## src/verilog/epb_pkg.sv

```systemverilog
// constants and types shared by the external port bus interface
package epb_pkg;

    localparam int          EPB_ADDR_W    = 32;
    localparam int          EPB_DATA_W    = 64;
    localparam int          EPB_HALF_W    = 32;
    localparam int          EPB_BANKS     = 4;
    localparam int          EPB_CFG_W     = 4;
    localparam int          EPB_ID_W      = 3;
    // first address of external memory, bank 0
    localparam logic [31:0] EPB_EXT_BASE  = 32'h0040_0000;
    // smallest bank is 2**EPB_BANK_SHIFT words; cfg adds to the shift
    localparam int          EPB_BANK_SHIFT = 13;
    // id bits [2:1] that switch the pin keepers on (pattern 00x)
    localparam logic [1:0]  EPB_KEEP_ID   = 2'b00;
    localparam logic [3:0]  EPB_SEL_IDLE  = 4'hF;
    localparam logic [31:0] EPB_ADDR_PARK = 32'h0000_0000;
    localparam logic [63:0] EPB_DATA_RST  = 64'h0000_0000_0000_0000;
    localparam int          EPB_SYNC_STAGES = 2;

    typedef enum logic [0:0] {
        EPB_ST_IDLE,
        EPB_ST_ACCESS
    } epb_state_e;

endpackage

```

## src/verilog/epb_keeper.sv

```systemverilog
// bus-hold keeper for a group of three-state pins
`timescale 1ns/100ps
module epb_keeper #(
    parameter int WIDTH = 32
) (
    // clock and reset
    input  wire logic             core_clk,
    input  wire logic             rst_b,
    // control
    input  wire logic             keep_en,
    input  wire logic             drv_oe,
    // resolved pin level
    input  wire logic [WIDTH-1:0] pin_i,
    // hold drive, weaker than any real driver
    output logic      [WIDTH-1:0] hold_o,
    output logic                  hold_oe
);
    // refused while elaborating, not at run time
    if (WIDTH < 1)
    begin
        $error("keeper width must be at least one");
    end

    // remembers the last level seen so an undriven bus reads it back
    always_ff @(posedge core_clk or negedge rst_b)
    begin
        if (!rst_b)
            hold_o <= '0;
        else
            hold_o <= pin_i;
    end

    assign hold_oe = keep_en & ~drv_oe;

endmodule

```

## src/verilog/epb_port.sv

```systemverilog
// external port bus interface: bus master and internal memory slave
`timescale 1ns/100ps
module epb_port
    import epb_pkg::*;
(
    // clock and reset
    input  wire logic                  core_clk,
    input  wire logic                  rst_b,
    // configuration and status
    input  wire logic [EPB_ID_W-1:0]   processor_id_bits,
    input  wire logic [EPB_CFG_W-1:0]  bank_size_cfg,
    input  wire logic                  sync_access_mode,
    input  wire logic                  bus_grant_async,
    input  wire logic                  bus_suspend_tristate_n,
    input  wire logic                  ext_ack,
    // core master requests
    input  wire logic                  mreq_valid,
    output logic                       mreq_ready,
    input  wire logic                  mreq_write,
    input  wire logic                  mreq_low,
    input  wire logic                  mreq_high,
    input  wire logic                  mreq_last,
    input  wire logic [EPB_ADDR_W-1:0] mreq_addr,
    input  wire logic [EPB_DATA_W-1:0] mreq_wdata,
    output logic                       mrsp_valid,
    output logic      [EPB_DATA_W-1:0] mrsp_rdata,
    // internal memory, reached by an outside master
    output logic                       mem_rd_low,
    output logic                       mem_rd_high,
    output logic                       mem_wr_low,
    output logic                       mem_wr_high,
    output logic      [EPB_ADDR_W-1:0] mem_addr,
    output logic      [EPB_DATA_W-1:0] mem_wdata,
    input  wire logic [EPB_DATA_W-1:0] mem_rdata,
    // address bus
    input  wire logic [EPB_ADDR_W-1:0] ext_addr_bus_i,
    output logic      [EPB_ADDR_W-1:0] ext_addr_bus_o,
    output logic                       ext_addr_bus_oe,
    output logic      [EPB_ADDR_W-1:0] addr_hold_o,
    output logic                       addr_hold_oe,
    // data bus
    input  wire logic [EPB_DATA_W-1:0] ext_data_bus_i,
    output logic      [EPB_DATA_W-1:0] ext_data_bus_o,
    output logic                       ext_data_bus_oe,
    output logic      [EPB_DATA_W-1:0] data_hold_o,
    output logic                       data_hold_oe,
    // bank selects
    output logic      [EPB_BANKS-1:0]  bank_select_n_o,
    output logic                       bank_select_n_oe,
    // strobes
    input  wire logic                  read_low_strobe_n_i,
    input  wire logic                  read_high_strobe_n_i,
    input  wire logic                  write_low_strobe_n_i,
    input  wire logic                  write_high_strobe_n_i,
    output logic                       read_low_strobe_n_o,
    output logic                       read_high_strobe_n_o,
    output logic                       write_low_strobe_n_o,
    output logic                       write_high_strobe_n_o,
    output logic                       strobe_oe,
    // burst indicator
    input  wire logic                  burst_sequential_i,
    output logic                       burst_sequential_o,
    output logic                       burst_sequential_oe,
    output logic                       burst_hold_o,
    output logic                       burst_hold_oe
);

////////////////////////////////////////////////////////////////////////////
    function automatic logic [EPB_BANKS-1:0] bank_decode(
        input logic [EPB_ADDR_W-1:0] addr,
        input logic [EPB_CFG_W-1:0]  size_cfg
    );
        logic [EPB_ADDR_W-1:0] offs;
        logic [EPB_ADDR_W-1:0] idx;
        offs = addr - EPB_EXT_BASE;
        idx  = offs >> (EPB_BANK_SHIFT + int'(size_cfg));
        bank_decode = EPB_SEL_IDLE;
        if (addr >= EPB_EXT_BASE && idx < EPB_ADDR_W'(EPB_BANKS))
            bank_decode[idx[1:0]] = 1'b0;
    endfunction

////////////////////////////////////////////////////////////////////////////
    logic                  grant_meta_r;
    logic                  master_r;
    epb_state_e            state_r;
    logic [EPB_ADDR_W-1:0] addr_r;
    logic [EPB_BANKS-1:0]  sel_r;
    logic                  rd_lo_r;
    logic                  rd_hi_r;
    logic                  wr_lo_r;
    logic                  wr_hi_r;
    logic                  write_r;
    logic                  last_r;
    logic                  burst_o_r;
    logic                  in_burst_r;
    logic [EPB_DATA_W-1:0] data_o_r;
    logic [EPB_ADDR_W-1:0] slv_cnt_r;
    logic                  slv_burst_r;
    logic                  start;
    logic                  beat_done;
    logic                  drive_ok;
    logic                  slv_read;
    logic                  slv_write;
    logic                  keep_en;

    // grant may change at any time, so it passes two flops first
    always_ff @(posedge core_clk or negedge rst_b)
    begin
        if (!rst_b)
        begin
            grant_meta_r <= 1'b0;
            master_r     <= 1'b0;
        end
        else
        begin
            grant_meta_r <= bus_grant_async;
            master_r     <= grant_meta_r;
        end
    end

    assign drive_ok  = master_r & bus_suspend_tristate_n;
    assign start     = (state_r == EPB_ST_IDLE) & mreq_valid & drive_ok;
    assign beat_done = (state_r == EPB_ST_ACCESS) & ext_ack;
    assign mreq_ready = start;

////////////////////////////////////////////////////////////////////////////
    // master access sequencing
    always_ff @(posedge core_clk or negedge rst_b)
    begin
        if (!rst_b)
            state_r <= EPB_ST_IDLE;
        else
        begin
            unique case (state_r)
                EPB_ST_IDLE:
                    if (start)
                        state_r <= EPB_ST_ACCESS;
                EPB_ST_ACCESS:
                    if (ext_ack)
                        state_r <= EPB_ST_IDLE;
            endcase
        end
    end

    // address and selects; in sync mode burst beats keep the first address on the bus
    always_ff @(posedge core_clk or negedge rst_b)
    begin
        if (!rst_b)
        begin
            addr_r <= EPB_ADDR_PARK;
            sel_r  <= EPB_SEL_IDLE;
        end
        else if (start)
        begin
            if (!in_burst_r)
                addr_r <= mreq_addr;
            sel_r <= bank_decode(mreq_addr, bank_size_cfg);
        end
        else if (beat_done)
        begin
            sel_r <= EPB_SEL_IDLE;
            if (!sync_access_mode)
                addr_r <= EPB_ADDR_PARK;
        end
    end

    // strobes for the requested word halves
    always_ff @(posedge core_clk or negedge rst_b)
    begin
        if (!rst_b)
        begin
            rd_lo_r <= 1'b0;
            rd_hi_r <= 1'b0;
            wr_lo_r <= 1'b0;
            wr_hi_r <= 1'b0;
            write_r <= 1'b0;
            last_r  <= 1'b0;
        end
        else if (start)
        begin
            rd_lo_r <= ~mreq_write & mreq_low;
            rd_hi_r <= ~mreq_write & mreq_high;
            wr_lo_r <= mreq_write & mreq_low;
            wr_hi_r <= mreq_write & mreq_high;
            write_r <= mreq_write;
            last_r  <= mreq_last;
        end
        else if (beat_done)
        begin
            rd_lo_r <= 1'b0;
            rd_hi_r <= 1'b0;
            wr_lo_r <= 1'b0;
            wr_hi_r <= 1'b0;
        end
    end

    // burst indicator low on the first beat and on the final one
    always_ff @(posedge core_clk or negedge rst_b)
    begin
        if (!rst_b)
        begin
            in_burst_r <= 1'b0;
            burst_o_r  <= 1'b0;
        end
        else
        begin
            if (start)
                burst_o_r <= in_burst_r & ~mreq_last;
            if (beat_done)
                in_burst_r <= ~last_r;
        end
    end

    // write data toward the bus, or internal data toward an outside reader
    always_ff @(posedge core_clk or negedge rst_b)
    begin
        if (!rst_b)
            data_o_r <= EPB_DATA_RST;
        else if (start && mreq_write)
            data_o_r <= mreq_wdata;
        else if (slv_read)
            data_o_r <= mem_rdata;
    end

    // read data captured on acknowledge
    always_ff @(posedge core_clk or negedge rst_b)
    begin
        if (!rst_b)
        begin
            mrsp_valid <= 1'b0;
            mrsp_rdata <= EPB_DATA_RST;
        end
        else
        begin
            mrsp_valid <= beat_done & ~write_r;
            if (beat_done && !write_r)
                mrsp_rdata <= ext_data_bus_i;
        end
    end

////////////////////////////////////////////////////////////////////////////
    // slave side: outside master reaches internal memory
    assign slv_read  = ~master_r
                     & (~read_low_strobe_n_i | ~read_high_strobe_n_i);
    assign slv_write = ~master_r
                     & (~write_low_strobe_n_i | ~write_high_strobe_n_i);

    // counter takes over from the first address while the burst lasts
    always_ff @(posedge core_clk or negedge rst_b)
    begin
        if (!rst_b)
        begin
            slv_cnt_r   <= EPB_ADDR_PARK;
            slv_burst_r <= 1'b0;
        end
        else if (slv_read || slv_write)
        begin
            slv_burst_r <= burst_sequential_i;
            if (burst_sequential_i)
                slv_cnt_r <= mem_addr + EPB_ADDR_W'(1);
        end
        else
            slv_burst_r <= 1'b0;
    end

    assign mem_addr    = slv_burst_r ? slv_cnt_r : ext_addr_bus_i;
    assign mem_rd_low  = ~master_r & ~read_low_strobe_n_i;
    assign mem_rd_high = ~master_r & ~read_high_strobe_n_i;
    assign mem_wr_low  = ~master_r & ~write_low_strobe_n_i;
    assign mem_wr_high = ~master_r & ~write_high_strobe_n_i;
    assign mem_wdata   = ext_data_bus_i;

////////////////////////////////////////////////////////////////////////////
    // pin drive; strobes never driven by a non-master
    assign ext_addr_bus_o        = addr_r;
    assign ext_addr_bus_oe       = drive_ok;
    assign bank_select_n_o       = sel_r;
    assign bank_select_n_oe      = drive_ok;
    assign read_low_strobe_n_o   = ~rd_lo_r;
    assign read_high_strobe_n_o  = ~rd_hi_r;
    assign write_low_strobe_n_o  = ~wr_lo_r;
    assign write_high_strobe_n_o = ~wr_hi_r;
    assign strobe_oe             = drive_ok;
    assign burst_sequential_o    = burst_o_r;
    assign burst_sequential_oe   = drive_ok;
    assign ext_data_bus_o        = data_o_r;
    // outside reader is served even while not master
    assign ext_data_bus_oe = bus_suspend_tristate_n
                           & ((drive_ok & write_r) | slv_read);

    assign keep_en = (processor_id_bits[2:1] == EPB_KEEP_ID);

    epb_keeper #(.WIDTH(EPB_ADDR_W)) u_keep_addr (
        .core_clk (core_clk),
        .rst_b    (rst_b),
        .keep_en  (keep_en),
        .drv_oe   (ext_addr_bus_oe),
        .pin_i    (ext_addr_bus_i),
        .hold_o   (addr_hold_o),
        .hold_oe  (addr_hold_oe)
    );

    epb_keeper #(.WIDTH(EPB_DATA_W)) u_keep_data (
        .core_clk (core_clk),
        .rst_b    (rst_b),
        .keep_en  (keep_en),
        .drv_oe   (ext_data_bus_oe),
        .pin_i    (ext_data_bus_i),
        .hold_o   (data_hold_o),
        .hold_oe  (data_hold_oe)
    );

    epb_keeper #(.WIDTH(1)) u_keep_burst (
        .core_clk (core_clk),
        .rst_b    (rst_b),
        .keep_en  (keep_en),
        .drv_oe   (burst_sequential_oe),
        .pin_i    (burst_sequential_i),
        .hold_o   (burst_hold_o),
        .hold_oe  (burst_hold_oe)
    );
endmodule

```

## config.mk

```make
export PLATFORM = sky130hd
export DESIGN_NAME = epb_port
export DESIGN_NICKNAME = d
export VERILOG_FILES = /design/src/verilog/epb_pkg.sv /design/src/verilog/epb_keeper.sv /design/src/verilog/epb_port.sv
export SDC_FILE = /design/constraint.sdc
export NUM_CORES = 1
export LEC_CHECK = 0
export BUFFER_PORTS_ARGS = -buffer_cell sky130_fd_sc_hd__buf_2
export CORE_AREA = 2 2 252 254
export CTS_BUF_LIST = sky130_fd_sc_hd__clkbuf_8
export DETAILED_ROUTE_END_ITERATION = 8
export DIE_AREA = 0 0 254 256
export PLACE_DENSITY_LB_ADDON = 0.1
export RECOVER_POWER = 25
export REMOVE_ABC_BUFFERS = 1
export SYNTH_ARGS = -nofsm -noshare
export SYNTH_HDL_FRONTEND = slang
export SYNTH_HIERARCHICAL = 1
export SYNTH_SLANG_ARGS = --single-unit
```

## constraint.sdc

```tcl
create_clock -name core_clk -period 3.35 [get_ports core_clk]
set_input_delay 0.1675 -clock core_clk [delete_from_list [all_inputs] [get_ports core_clk]]
set_output_delay 0.1675 -clock core_clk [all_outputs]
set_load 0.01 [all_outputs]
```

==> key figures <==
GRT
  – Pin count of the biggest net entering global routing: 75
  – Vias in the first global route: 12460
  – Gr ovfl total: 0
  – Global-route wire length before repair: 75640 um
  – Total track usage: 15.31%
  – Antenna violations before repair: 3

Yosys
  – Post-synth EDFFs: 0
  – Asr flop ratio synth: 100.0%
  – Yosys warnings: 6
  – Synth area leader: dfrtp_1
  – Post-Synthesis Cells: 1108
  – Main flop type after synthesis: dfrtp_1
  – Top post-synthesis cells by count: dfrtp_1, nand2_1, mux2_2
  – Mapped cell area: 13020 um^2
  – Top cells by area, synth: dfrtp_1, mux2_2, nand2_1
  – Mean post-synth cell area: 11.75 um^2
  – Synth cell types: 75
  – Synthesis-stage register bit count: 306
  – Yosys top cell area share: 58.04%
  – Top-count cell post-synth: dfrtp_1
  – Seq/Total Area, Yosys: 58.85%

Worst setup path
  – R2R cell count: 9
  – Critical-path maximum fanout: 13
  – FF-to-FF Start: master_r
  – Start point of the critical path: mreq_addr[22]
  – CP Class: input pin to flop
  – Crit end category: flop
  – Startpoint types: input pin
  – Worst r2r dst: ext_data_bus_o[53]
  – Reg-to-reg slack, setup: 0.41 ns
  – Arr. time, crit path: 3.52 ns
  – Req. time, crit path: 3.91 ns

Clocking
  – Worst-path clk slew: 0.06 ns
  – Clock buffer depth: 3
  – CTS Root Cell: clkbuf_8
  – Inserted Clock Buffers: 58
  – CTS sink cnt: 306
  – Post-CTS Setup Inserts: 0
  – CTS tree: built
  – Clk_lat worst skew: 0.68 ns
  – H-tree Lvls: 2

Place
  – Hpwl dp: 37080 um
  – Placed cell areas: 16790 um^2
  – Placer Congestion: 0.7994
  – I/O Buffers: 653

Finish
  – Post-layout util: 33.06%
  – # fillers: 6497
  – Nets: 2258
  – Fin area: 20620 um^2
  – Area added between synthesis and finish: 58.40%
  – Layout cells sized above 1: 39.12%
  – ANT cells: 0

Routing
  – DRT iter0 DRCs: 558
  – Final ANT Viol Nets: 0
  – Post-DR wirelength/cell: 17.89 um
  – Final wirelength: 51320 um
  – Vias: 11810
  – Vias per std cell: 4.116
  – Pre-Repair DR Iteration Count: 5
  – Drt drc: 0

Hold path
  – Hold/Removal Path Class: input pin to flop
  – Hold endpoint: slv_burst_r
  – Hold wc startpoint: write_high_strobe_n_i
  – WHS Path Cells: 4

STA
  – Worst-Margin Slew: 1.911 ns
  – Final Setup Violations: 0
  – Final period utilization: 88.13%
  – Worst Hold Slack: 0.09316 ns
  – Final Hold Vio Count: 0
  – Fmax: 338.7 MHz
  – RSZ-0062 raised after global routing: false
  – Max Clock Skew: 0.03491 ns
  – Setup TNS: 0 ns
  – Final min period: 2.952 ns
  – Relative slew slack: -27.38%
  – Slew Limit Fails: 69

Floorplan
  – Initial Util: 20.87%
  – Die Width: 254 um
  – Full die area: 65020 um^2
  – Die height: 256 um
  – Rows: 92
  – I/O Pins: 655
  – Core box area: 62390 um^2

Pwr
  – Leak Pwr: 9.768 nW
  – Maximum vdd drop: 0.3279 mV
  – Tot Pwr: 11.59 mW
  – Pwr dens: 562.1 nW/um^2

Outcome
  – Status: complete, but fails checks
  – Failing checks: capacitance limit, slew limit

Job
  – Max Cap Viol: 1
cells in the final DEF (no fill, tap or decap), types with 6 or more instances in the layout:
| cell type | netlist | routed |
|---|---|---|
| a22o_1 | 33 | 33 |
| nand3_1 | 10 | 10 |
| o21ai_0 | 38 | 38 |
| clkinv_2 | 0 | 11 |
| xnor2_1 | 22 | 22 |
| o21ai_1 | 8 | 7 |
| clkbuf_1 | 47 | 97 |
| clkbuf_8 | 0 | 74 |
| inv_1 | 30 | 42 |
| nand3b_1 | 9 | 9 |
| xor2_1 | 8 | 8 |
| a41oi_1 | 6 | 6 |
| buf_4 | 67 | 14 |
| buf_2 | 7 | 555 |
| dlygate4sd3_1 | 0 | 270 |
| a22oi_1 | 65 | 65 |
| nand2_1 | 185 | 185 |
| nand2b_1 | 7 | 7 |
| a21oi_1 | 12 | 11 |
| dfrtp_1 | 302 | 301 |
| mux2i_1 | 18 | 18 |
| mux2_2 | 84 | 84 |
| nor2_1 | 38 | 33 |
flip-flops by register name, summed over array words and instances, names as in the netlist:
register	cells
state_r	1
ext_data_bus_o	64
wr_hi_r	1
slv_cnt_r	32
last_r	1
bank_select_n_o	4
u_keep_burst/hold_o	1
master_r	1
mrsp_valid	1
wr_lo_r	1
grant_meta_r	1
u_keep_addr/hold_o	32
u_keep_data/hold_o	64
write_r	1
burst_sequential_o	1
rd_lo_r	1
in_burst_r	1
mrsp_rdata	64
slv_burst_r	1
rd_hi_r	1
ext_addr_bus_o	32
cell families (layout without fill, tap and decap cells):
family / after synthesis / count (layout) / synth area share, %
AOI/OAI and AO/OA: 207 / 207 / 11.95
DFF: 306 / 306 / 58.85
adders and majority gates: 2 / 2 / 0.1922
muxes: 106 / 106 / 9.341
xor gates and xnor gates: 30 / 30 / 2.018
and+or+nand+nor: 295 / 295 / 10.63
buffers and inverters: 162 / 1076 / 7.025
how the worst max path moves through the flow:
stage                               endpoint  slack (ns)
final                     bank_select_n_o[0]        0.40
after global routing          mrsp_rdata[11]        0.23
after CTS                 ext_data_bus_o[53]        0.40
after detailed placement       slv_cnt_r[28]        0.52
after global placement         slv_cnt_r[29]        0.54
after floorplan            ext_data_bus_o[0]       -2.34
routing by layer:
metal	wire, um	GRT usage, %
met5	23	0
met4	1733	5.343
met3	4326	5.421
met2	25510	26.78
met1	19720	17.08
stage by stage:
stage	instances	setup slack (ns)
CTS	2868	0.3998
finish	2868	0.3976
detailed placement	2493	0.5154
global route	2868	0.2344
floorplan	976	-2.343
global placement	2493	0.5372
what timing repair did:
item                                   4_1_cts  5_1_grt
hold buffers                               270        0
endpoints found under the hold margin      507        0
resized for setup                            0        0
where the power goes:
| part | switching [mW] | internal (mW) | total [mW] | leakage [nW] |
|---|---|---|---|---|
| registers | 0.339 | 4.37 | 4.71 | 3.69 |
| logic | 1.52 | 1.34 | 2.86 | 5.37 |
| clock network | 1.77 | 2.25 | 4.02 | 0.708 |
final cells by class:
cell class / instances / area [um^2] / area share [%]
sequential: 306 / 7664 / 37.16
timing repair buffer: 941 / 6010 / 29.14
multi-input combinational: 640 / 4493 / 21.79
tap: 846 / 1059 / 5.133
clock buffer: 74 / 1018 / 4.938
clock inverter: 31 / 267.8 / 1.298
inverter: 30 / 112.6 / 0.5460
critical path: stages:
cell and delay, ns:
dlygate4sd3_1 0.54, buf_2 0.16, inv_1 0.10, ha_1 0.45
nor4b_2 0.49, nand2_1 0.08, and4b_1 0.25, nor2_1 0.14
nand2_1 0.09, a31o_2 0.23, dlygate4sd3_1 0.57, a41oi_1 0.23
(Power assumes the default switching activity.)
